<file path="config.mk">
export PLATFORM = sky130hd
export DESIGN_NAME = tach_output_and_speed_curve
export DESIGN_NICKNAME = d
export VERILOG_FILES = /design/src/design/tach_speed_pkg.sv /design/src/design/tach_output_and_speed_curve.sv
export VERILOG_INCLUDE_DIRS = /design/src /design/src/design
export SDC_FILE = /design/constraint.sdc
export NUM_CORES = 2
export LEC_CHECK = 0
export ABC_AREA = 0
export BUFFER_PORTS_ARGS = -buffer_cell sky130_fd_sc_hd__buf_2
export CORE_UTILIZATION = 64
export DETAILED_ROUTE_END_ITERATION = 8
export PLACE_DENSITY = 0.88
export SLEW_MARGIN = 20
export SYNTH_ARGS = -nofsm -noshare
export SYNTH_HDL_FRONTEND = slang
export SYNTH_SLANG_ARGS = --single-unit
</file>
<file path="constraint.sdc">
create_clock -name CLK_SYS -period 175 [get_ports CLK_SYS]
set_clock_uncertainty 0.15 [all_clocks]
set_input_delay 35 -clock CLK_SYS [delete_from_list [all_inputs] [get_ports CLK_SYS]]
set_output_delay 35 -clock CLK_SYS [all_outputs]
set_load 0.02 [all_outputs]
</file>
<file path="src/design/tach_speed_defines.svh">
`ifndef TACH_SPEED_DEFINES_SVH
`define TACH_SPEED_DEFINES_SVH
`define ADDR_STOP_DUTY      8'h02
`define ADDR_START_DUTY     8'h03
`define ADDR_MAX_DUTY       8'h05
`define ADDR_START_SPD_HI   8'h06
`define ADDR_START_SPD_LO   8'h07
`define ADDR_SLOPE_HI       8'h08
`define ADDR_SLOPE_LO       8'h09
`define ADDR_CTRL_MODE      8'h0b
`define ADDR_POLE_KEEP      8'h0e
`define ADDR_TACH_RATIO     8'h0f
`define ADDR_PERIOD_HI      8'h1d
`define ADDR_PERIOD_LO      8'h1e
`define REG_RESET           8'h00
`define CLK_HZ              25000000
`define PERIOD_TICK_HZ      250000
`define PERIOD_TICK_DIV     (`CLK_HZ / `PERIOD_TICK_HZ)
`define MAX_DUTY_OFFSET     10'h101
`define SECONDS_PER_MIN     60
`define TACH_RATE_DEN       15
`endif

</file>
<file path="src/design/tach_speed_pkg.sv">
package tach_speed_pkg;
	typedef struct packed {
		logic       wr_en;
		logic       rd_en;
		logic [7:0] addr;
		logic [7:0] wdata;
	} reg_req_s;
	typedef struct packed {
		logic       rd_valid;
		logic [7:0] rdata;
	} reg_rsp_s;
	typedef enum logic {LOOP_CLOSED, LOOP_OPEN} loop_e;
endpackage

</file>
<file path="src/design/tach_output_and_speed_curve.sv">
`timescale 1ns/10ps
`include "tach_speed_defines.svh"
// Overview of operation
// - tach pin is open drain: drives low or releases only
// - 16-bit period count in two bytes, frequency is 250000 over count
// - 3-bit ratio field selects pulses per electrical cycle
// - ratio code 111 copies the alert signal onto the tach pin
// - keepalive 0 stops pulses without command, 1 keeps them running
// - 3-bit pole field codes 0..7 mean 2 to 16 poles
// - rpm equals electrical frequency times 60 over pole pairs
// - mode bit 0 is closed loop, 1 is open loop
// - start threshold is start field over 512
// - stop threshold is twice the low 7 bits of stop field over 512
// - max threshold is max field plus 257 over 512
// - 12-bit start speed in rpm from full byte plus upper nibble
// - 14-bit slope at 0.08 rpm per percent per count
// - speed command handled at 9-bit resolution
// - duty command resolution drops at higher input frequency
// - bypass on: command at or above max goes open loop, duty passes
// - bypass ends below max minus (hysteresis plus 1) times 0.4 percent
// - hysteresis nibble sits in low bits of start speed low register
// - bypass enable is bit 1 of slope low register
module tach_output_and_speed_curve
	import tach_speed_pkg::*;
(
	input  wire logic                     CLK_SYS,
	input  wire logic                     RST_B,
	input  wire tach_speed_pkg::reg_req_s REG_REQ,
	output tach_speed_pkg::reg_rsp_s      REG_RSP,
	input  wire logic                     ROTOR_EDGE,
	input  wire logic                     ALERT_IN,
	input  wire logic [8:0]               SPEED_COMMAND_IN,
	input  wire logic                     TACH_OUT_IN,
	output logic                          TACH_OUT_OUT,
	output logic                          TACH_OUT_OE,
	output logic [15:0]                   SPEED_RPM,
	output logic [15:0]                   TARGET_RPM,
	output logic                          LOOP_OPEN_OUT,
	output logic [8:0]                    OPEN_DUTY
);
	import tach_speed_pkg::*;

	logic [7:0]  stop_duty_thr;
	logic [7:0]  start_duty_thr;
	logic [7:0]  max_duty_thr;
	logic [7:0]  start_speed_high;
	logic [7:0]  start_speed_low_and_hysteresis;
	logic [7:0]  speed_slope_high;
	logic [7:0]  speed_slope_low_and_options;
	logic [7:0]  control_mode_select;
	logic [7:0]  pole_and_tach_keepalive;
	logic [7:0]  tach_ratio_select;
	logic [15:0] electrical_period_count;
	logic [15:0] period_run;
	logic [6:0]  tick_div;
	logic        period_tick;
	logic        bypass_active;
	logic [11:0] start_speed;
	logic [13:0] speed_slope;
	logic [3:0]  bypass_hysteresis;
	logic        max_duty_bypass_en;
	logic [2:0]  pole_count_sel;
	logic        tach_keepalive;
	logic [2:0]  tach_ratio_sel;
	logic [9:0]  start_lvl;
	logic [9:0]  stop_lvl;
	logic [9:0]  max_lvl;
	logic [9:0]  exit_lvl;
	logic [9:0]  cmd_lvl;
	logic [3:0]  pole_pairs;
	logic [6:0]  tach_inc;
	logic [26:0] tach_thr;
	logic [26:0] tach_acc;
	logic [26:0] acc_sum;
	logic [26:0] acc_left;
	logic [15:0] period_next;
	logic [31:0] rpm_full;
	logic        tach_level;
	logic        command_present;

	// field extraction
	assign start_speed        = {start_speed_high, start_speed_low_and_hysteresis[7:4]};
	assign bypass_hysteresis  = start_speed_low_and_hysteresis[3:0];
	assign speed_slope        = {speed_slope_high, speed_slope_low_and_options[7:2]};
	assign max_duty_bypass_en = speed_slope_low_and_options[1];
	assign pole_count_sel     = pole_and_tach_keepalive[5:3];
	assign tach_keepalive     = pole_and_tach_keepalive[0];
	assign tach_ratio_sel     = tach_ratio_select[7:5];
	assign pole_pairs         = {1'b0, pole_count_sel} + 4'h1;

	// thresholds on a 512 scale, command taken at 9 bits
	assign start_lvl = {2'b00, start_duty_thr};
	assign stop_lvl  = {2'b00, stop_duty_thr[6:0], 1'b0};
	assign max_lvl   = {2'b00, max_duty_thr} + `MAX_DUTY_OFFSET;
	assign exit_lvl  = max_lvl - {4'h0, ({1'b0, bypass_hysteresis} + 5'h01), 1'b0};
	assign cmd_lvl   = {1'b0, SPEED_COMMAND_IN};
	assign command_present = (cmd_lvl > stop_lvl);

	// register writes
	always_ff @(posedge CLK_SYS) begin
		if (!RST_B) begin
			stop_duty_thr                  <= `REG_RESET;
			start_duty_thr                 <= `REG_RESET;
			max_duty_thr                   <= `REG_RESET;
			start_speed_high               <= `REG_RESET;
			start_speed_low_and_hysteresis <= `REG_RESET;
			speed_slope_high               <= `REG_RESET;
			speed_slope_low_and_options    <= `REG_RESET;
			control_mode_select            <= `REG_RESET;
			pole_and_tach_keepalive        <= `REG_RESET;
			tach_ratio_select              <= `REG_RESET;
		end else if (REG_REQ.wr_en) begin
			unique case (REG_REQ.addr)
				`ADDR_STOP_DUTY:    stop_duty_thr <= REG_REQ.wdata;
				`ADDR_START_DUTY:   start_duty_thr <= REG_REQ.wdata;
				`ADDR_MAX_DUTY:     max_duty_thr <= REG_REQ.wdata;
				`ADDR_START_SPD_HI: start_speed_high <= REG_REQ.wdata;
				`ADDR_START_SPD_LO: start_speed_low_and_hysteresis <= REG_REQ.wdata;
				`ADDR_SLOPE_HI:     speed_slope_high <= REG_REQ.wdata;
				`ADDR_SLOPE_LO:     speed_slope_low_and_options <= REG_REQ.wdata;
				`ADDR_CTRL_MODE:    control_mode_select <= REG_REQ.wdata;
				`ADDR_POLE_KEEP:    pole_and_tach_keepalive <= REG_REQ.wdata;
				`ADDR_TACH_RATIO:   tach_ratio_select <= REG_REQ.wdata;
				default: ;
			endcase
		end
	end

	// register reads, one cycle latency; unmapped reads return zero
	always_ff @(posedge CLK_SYS) begin
		if (!RST_B) begin
			REG_RSP <= '0;
		end else begin
			REG_RSP.rd_valid <= REG_REQ.rd_en;
			unique case (REG_REQ.addr)
				`ADDR_STOP_DUTY:    REG_RSP.rdata <= stop_duty_thr;
				`ADDR_START_DUTY:   REG_RSP.rdata <= start_duty_thr;
				`ADDR_MAX_DUTY:     REG_RSP.rdata <= max_duty_thr;
				`ADDR_START_SPD_HI: REG_RSP.rdata <= start_speed_high;
				`ADDR_START_SPD_LO: REG_RSP.rdata <= start_speed_low_and_hysteresis;
				`ADDR_SLOPE_HI:     REG_RSP.rdata <= speed_slope_high;
				`ADDR_SLOPE_LO:     REG_RSP.rdata <= speed_slope_low_and_options;
				`ADDR_CTRL_MODE:    REG_RSP.rdata <= control_mode_select;
				`ADDR_POLE_KEEP:    REG_RSP.rdata <= pole_and_tach_keepalive;
				`ADDR_TACH_RATIO:   REG_RSP.rdata <= tach_ratio_select;
				`ADDR_PERIOD_HI:    REG_RSP.rdata <= electrical_period_count[15:8];
				`ADDR_PERIOD_LO:    REG_RSP.rdata <= electrical_period_count[7:0];
				default:            REG_RSP.rdata <= 8'h00;
			endcase
		end
	end

	// 4 us tick so that frequency is 250000 over the count
	always_ff @(posedge CLK_SYS) begin
		if (!RST_B) begin
			tick_div    <= 7'h00;
			period_tick <= 1'b0;
		end else begin
			period_tick <= (tick_div == 7'(`PERIOD_TICK_DIV - 1));
			tick_div    <= (tick_div == 7'(`PERIOD_TICK_DIV - 1)) ? 7'h00 : tick_div + 7'h01;
		end
	end

	// a tick landing on the rotor edge belongs to the period it closes, so none is lost
	assign period_next = (period_tick && period_run != 16'hffff) ?
		period_run + 16'h0001 : period_run;

	// period capture on each electrical cycle; saturates on a stalled rotor
	always_ff @(posedge CLK_SYS) begin
		if (!RST_B) begin
			period_run              <= 16'h0000;
			electrical_period_count <= 16'hffff;
		end else if (ROTOR_EDGE) begin
			electrical_period_count <= period_next;
			period_run              <= 16'h0000;
		end else begin
			period_run <= period_next;
		end
	end

	// rpm = 250000*60/(count*pairs); one divide per cycle, fine for a slow value
	assign rpm_full = (32'(`PERIOD_TICK_HZ) * 32'(`SECONDS_PER_MIN))
		/ (32'(electrical_period_count) * 32'(pole_pairs));
	// a very short period saturates instead of wrapping to a small speed
	always_ff @(posedge CLK_SYS) begin
		if (!RST_B) begin
			SPEED_RPM <= 16'h0000;
		end else if (electrical_period_count == 16'h0000 || rpm_full > 32'h0000ffff) begin
			SPEED_RPM <= 16'hffff;
		end else begin
			SPEED_RPM <= rpm_full[15:0];
		end
	end

	// bypass state with hysteresis
	always_ff @(posedge CLK_SYS) begin
		if (!RST_B) begin
			bypass_active <= 1'b0;
		end else if (!max_duty_bypass_en) begin
			bypass_active <= 1'b0;
		end else if (cmd_lvl >= max_lvl) begin
			bypass_active <= 1'b1;
		end else if (cmd_lvl < exit_lvl) begin
			bypass_active <= 1'b0;
		end
	end

	// loop select and speed curve; slope*0.08*(duty%) = slope*dlvl/64
	always_ff @(posedge CLK_SYS) begin
		if (!RST_B) begin
			LOOP_OPEN_OUT <= 1'b0;
			OPEN_DUTY     <= 9'h000;
			TARGET_RPM    <= 16'h0000;
		end else begin
			LOOP_OPEN_OUT <= control_mode_select[0] || bypass_active;
			OPEN_DUTY     <= SPEED_COMMAND_IN;
			if (cmd_lvl < start_lvl) begin
				TARGET_RPM <= 16'h0000;
			end else if (cmd_lvl >= max_lvl) begin
				TARGET_RPM <= 16'(32'(start_speed) + ((32'(speed_slope) * 32'(max_lvl - start_lvl)) >> 6));
			end else begin
				TARGET_RPM <= 16'(32'(start_speed) + ((32'(speed_slope) * 32'(cmd_lvl - start_lvl)) >> 6));
			end
		end
	end

	// toggles per electrical cycle in fifteenths; two toggles make one pulse
	// fifteenths keep every ratio exact, 2.4 ppr included
	always_comb begin
		unique case (tach_ratio_sel)
			3'b000: tach_inc = 7'd30; // 1 ppr
			3'b001: tach_inc = 7'd20; // 2/3 ppr
			3'b010: tach_inc = 7'd15;
			3'b011: tach_inc = 7'd60;
			3'b100: tach_inc = 7'd90;
			3'b101: tach_inc = 7'd72;
			3'b110: tach_inc = 7'd10;
			3'b111: tach_inc = 7'd0; // alert copy, no rotation pulses
		endcase
	end

	// one electrical cycle spans count*100 clocks, so the threshold scales with the period
	assign tach_thr = 27'(electrical_period_count) * 27'(`PERIOD_TICK_DIV * `TACH_RATE_DEN);
	assign acc_sum  = tach_acc + 27'(tach_inc);
	assign acc_left = acc_sum - tach_thr;

	// no resync on the rotor edge, so fractional ratios keep their phase across cycles;
	// limitation: at most one toggle per clock
	always_ff @(posedge CLK_SYS) begin
		if (!RST_B) begin
			tach_acc   <= 27'h0000000;
			tach_level <= 1'b1;
		end else if (!(command_present || tach_keepalive)) begin
			tach_acc   <= 27'h0000000;
			tach_level <= 1'b1;
		end else if (acc_sum >= tach_thr) begin
			tach_level <= ~tach_level;
			// after a sudden speed-up the remainder can exceed a whole step; drop it
			tach_acc   <= (acc_left >= tach_thr) ? 27'h0000000 : acc_left;
		end else begin
			tach_acc <= acc_sum;
		end
	end

	// open-drain driver: enable only while pulling low
	always_ff @(posedge CLK_SYS) begin
		if (!RST_B) begin
			TACH_OUT_OUT <= 1'b0;
			TACH_OUT_OE  <= 1'b0;
		end else begin
			TACH_OUT_OUT <= 1'b0;
			TACH_OUT_OE  <= (tach_ratio_sel == 3'b111) ? ALERT_IN : ~tach_level;
		end
	end

	// checks next to the logic they guard
	a_drain_only: assert property (@(posedge CLK_SYS) disable iff (!RST_B)
		TACH_OUT_OUT == 1'b0) else $error("tach pin driven high");
	a_alert_copy: assert property (@(posedge CLK_SYS) disable iff (!RST_B)
		(tach_ratio_sel == 3'b111) |=> TACH_OUT_OE == $past(ALERT_IN)) else $error("alert not copied");
	a_period_cap: assert property (@(posedge CLK_SYS) disable iff (!RST_B)
		ROTOR_EDGE |=> electrical_period_count == $past(period_next)) else $error("period not captured");
	a_bypass_on: assert property (@(posedge CLK_SYS) disable iff (!RST_B)
		(max_duty_bypass_en && cmd_lvl >= max_lvl) |=> ##1 LOOP_OPEN_OUT) else $error("no bypass");
	a_bypass_off: assert property (@(posedge CLK_SYS) disable iff (!RST_B)
		(cmd_lvl < exit_lvl && cmd_lvl < max_lvl) |=> !bypass_active) else $error("bypass stuck");
	a_mode_open: assert property (@(posedge CLK_SYS) disable iff (!RST_B)
		control_mode_select[0] |=> LOOP_OPEN_OUT) else $error("open loop ignored");
	a_keep_idle: assert property (@(posedge CLK_SYS) disable iff (!RST_B)
		!(command_present || tach_keepalive) |=> tach_level) else $error("tach not stopped");
	a_below_start: assert property (@(posedge CLK_SYS) disable iff (!RST_B)
		(cmd_lvl < start_lvl) |=> TARGET_RPM == 16'h0000) else $error("target below start");
	a_at_start: assert property (@(posedge CLK_SYS) disable iff (!RST_B)
		(cmd_lvl == start_lvl) |=> TARGET_RPM == 16'($past(start_speed))) else $error("start speed");
	a_tach_step: assert property (@(posedge CLK_SYS) disable iff (!RST_B)
		((command_present || tach_keepalive) && acc_sum >= tach_thr) |=>
		tach_level != $past(tach_level)) else $error("tach step missed");
	a_duty_pass: assert property (@(posedge CLK_SYS) disable iff (!RST_B)
		1'b1 |=> OPEN_DUTY == $past(SPEED_COMMAND_IN)) else $error("open duty not passed");
	c_bypass: cover property (@(posedge CLK_SYS) disable iff (!RST_B) $rose(bypass_active));
	c_bypass_exit: cover property (@(posedge CLK_SYS) disable iff (!RST_B) $fell(bypass_active));
	c_tach_toggle: cover property (@(posedge CLK_SYS) disable iff (!RST_B) $fell(tach_level));
	c_alert_mode: cover property (@(posedge CLK_SYS) disable iff (!RST_B) tach_ratio_sel == 3'b111);
endmodule // tach_output_and_speed_curve

</file>
==> flow_metrics.env <==
export IMPL_synth_top_area_cell="ha_1"
export IMPL_hold_violations=0
export IMPL_num_vias=51900
export IMPL_critPathKind="reg -> reg"
export IMPL_fin_crit_sh_pct=56.9
export IMPL_synth_seq_cells=208
export IMPL_firstDrtPassIters=9
export IMPL_synthesis_area_um2=52600
export IMPL_ctsHoldBuffers=0
export IMPL_place_hpwl_mm=115
export IMPL_syn_inst=6948
export IMPL_cts_buffers=25
export IMPL_cts_setup_buffers=0
export IMPL_violations="DRC"
export IMPL_n_fill_cell=6590
export IMPL_clk_pin_slew_worst_paths_ns=0.06
export IMPL_die_width_um=289
export IMPL_regArea_um2=4160
export IMPL_n_antenna_cell=0
export IMPL_crit_top_cell="o21a_1"
export IMPL_clock_sinks=208
export IMPL_grt_pass1_vias=50300
export IMPL_core_area_um2=80900
export IMPL_async_flop_share_pct=0
export IMPL_timing_slew_headroom_pct=21.2
export IMPL_hp_start="control_mode_select[6]"
export IMPL_track_usage_pct=35.6
export IMPL_grt_pass1_wl_mm=246
export IMPL_cts_resized=0
export IMPL_rr_worst_depth=389
export IMPL_routabilityCongestion=0.971
export IMPL_setup_viol=0
export IMPL_synthToLayoutAreaGrowth_pct=4.46
export IMPL_drv_slew=0
export IMPL_ys_types=126
export IMPL_drive_above_1_share_pct=7.18
export IMPL_hold_path_class="reg -> reg"
export IMPL_cts_tree="done"
export IMPL_r2r_end="SPEED_RPM[0]"
export IMPL_die_y_um=289
export IMPL_grt_max_degree=89
export IMPL_worstSkewPairLatency_ns=0.57
export IMPL_avgSynthCellArea_um2=7.57
export IMPL_fmax_ghz=0.0100
export IMPL_mostFrequentLayoutCell="ha_1"
export IMPL_overflow=0
export IMPL_clock_root_buffer="clkbuf_16"
export IMPL_antenna_found_initial=0
export IMPL_r2r_start="pole_and_tach_keepalive[3]"
export IMPL_cp_arrival_ns=99.78
export IMPL_synth_warnings=0
export IMPL_start_kind="flip-flop"
export IMPL_outcome="finished with violations"
export IMPL_start_util_pct=65.0
export IMPL_fin_crit_ns=99.53
export IMPL_std_cell_rows=104
export IMPL_cp_required_ns=175.25
export IMPL_drt_initial_drc_count=4632
export IMPL_io_pins=85
export IMPL_max_stage_delay_ns=0.92
export IMPL_cts_max_level=1
export IMPL_netlist_area_leader_share_pct=17.8
export IMPL_synth_edf_count=0
export IMPL_die_area_um2=83300
export IMPL_layout_common_cells="748 x ha_1, 674 x nand2_1, 590 x a21oi_1"
export IMPL_cp_end_kind="flip-flop"
export IMPL_fin_nets=7990
export IMPL_worstMarginPinSlew_ns=1.18
export IMPL_synth_ff_type="dfxtp_1"
export IMPL_rrSetupSlack_ns=75.47
export IMPL_drt_antenna_violating_nets=0
export IMPL_post_drt_wl_per_cell_um=19.0
export IMPL_cp_max_fo=37
export IMPL_routed_wl_mm=152
export IMPL_min_to="control_mode_select[6]"
export IMPL_worstHoldPathCells=2
export IMPL_route_detailed_drc=41
export IMPL_rsz0062_at_grt="false"
export IMPL_synth_area_leaders="ha_1 18%, fa_1 11%, dfxtp_1 7.9%"
export IMPL_vias_per_cell=6.49
export IMPL_port_buffers=82
export IMPL_multi_input_area_um2=45500
export IMPL_drv_cap=0
export IMPL_slowest_stage="nor3_1"
export IMPL_setup_tns_ns=0
export IMPL_ys_seq_area_share_pct=7.92
export IMPL_clock_path_buffers=3
[routing by layer]
metal	up-vias	track usage [%]	part of all wire [%]
met5	-	0	0
met4	0	16.5	5.0
met3	473	4.27	8.9
met2	2418	61.0	46
met1	24400	44.4	40
li1	24600	-	-
[cells by family (layout without fill, tap and decap cells)]
| group | Yosys count | after routing | share of synthesized area (%) |
|---|---|---|---|
| xor gates and xnor gates | 445 | 445 | 7.46 |
| other | 1 | 2 | 0.00713 |
| adders and majority gates | 1049 | 1049 | 29.2 |
| and+or+nand+nor | 2410 | 2410 | 22.5 |
| DFF | 208 | 208 | 7.92 |
| AOI/OAI and AO/OA | 1858 | 1858 | 23.3 |
| buffers and inverters | 807 | 784 | 5.91 |
| muxes | 170 | 170 | 3.66 |
[worst max-delay path: cells and delay by family (launching register included)]
| family | cells | cell delay, ns |
|---|---|---|
| and+or+nand+nor | 107 | 29.38 |
| adders and majority gates | 34 | 11.65 |
| AOI/OAI and AO/OA | 223 | 50.71 |
| muxes | 8 | 2.54 |
| buffers and inverters | 15 | 3.30 |
| xor gates and xnor gates | 2 | 1.00 |
| DFF | 1 | 0.31 |
[worst max-delay path by stage]
| stage | cells after the start | slack (ns) | endpoint | start |
|---|---|---|---|---|
| detailed placement | 389 | 78.52 | SPEED_RPM[0] | pole_and_tach_keepalive[3] |
| finish | 389 | 75.47 | SPEED_RPM[0] | pole_and_tach_keepalive[3] |
| floorplan | 421 | 90.13 | SPEED_RPM[0] | pole_and_tach_keepalive[3] |
| CTS | 389 | 77.93 | SPEED_RPM[0] | pole_and_tach_keepalive[3] |
| global placement | 387 | 79.85 | SPEED_RPM[0] | pole_and_tach_keepalive[3] |
| global route | 391 | 69.28 | SPEED_RPM[0] | pole_and_tach_keepalive[3] |
[per-stage QoR]
stage          instances  worst slack [ns]  utilization (%)  instance area, um2  hold slack [ns]
2_1_floorplan       6949             90.13                -               52600            0.263
3_3_place_gp        7942             79.85             66.8               54100            0.271
3_5_place_dp        7942             78.52             66.8               54100            0.296
4_1_cts             7986             77.93             67.8               54900            0.304
5_1_grt             7986             69.28             67.9               55000            0.335
6_report            7986             75.47             67.9               55000            0.306
[Yosys cell counts (all sizes together), types with 74 or more instances]
| library cell | count |
|---|---|
| nand2 | 676 |
| o21bai | 74 |
| nor3 | 192 |
| xnor2 | 297 |
| nand3 | 236 |
| a21oi | 594 |
| mux2 | 135 |
| a21o | 184 |
| fa | 301 |
| nor2 | 546 |
| nand2b | 110 |
| inv | 582 |
| xor2 | 147 |
| o21a | 187 |
| clkbuf | 171 |
| ha | 748 |
| dfxtp | 208 |
| nor2b | 96 |
| o21ai | 314 |
| and2 | 176 |
[cell type report]
cell class / instances / area share, %
Multi-Input combinational cell: 5934 / 82.8
Sequential cell: 208 / 7.58
Inverter: 582 / 3.98
Tap cell: 1060 / 2.41
Timing Repair Buffer: 158 / 1.79
Clock buffer: 32 / 1.28
Clock inverter: 12 / 0.205
[registers in the layout, summed over array words and instances, names as in the netlist, 9 cells and up]
signal                   flops
REG_RSP                      9
electrical_period_count     16
period_run                  16
tach_acc                    27
OPEN_DUTY                    9
SPEED_RPM                   16
TARGET_RPM                  16
Power is not shown: default switching activity piles up to over one toggle a cycle in this logic, so the estimate is an artifact.
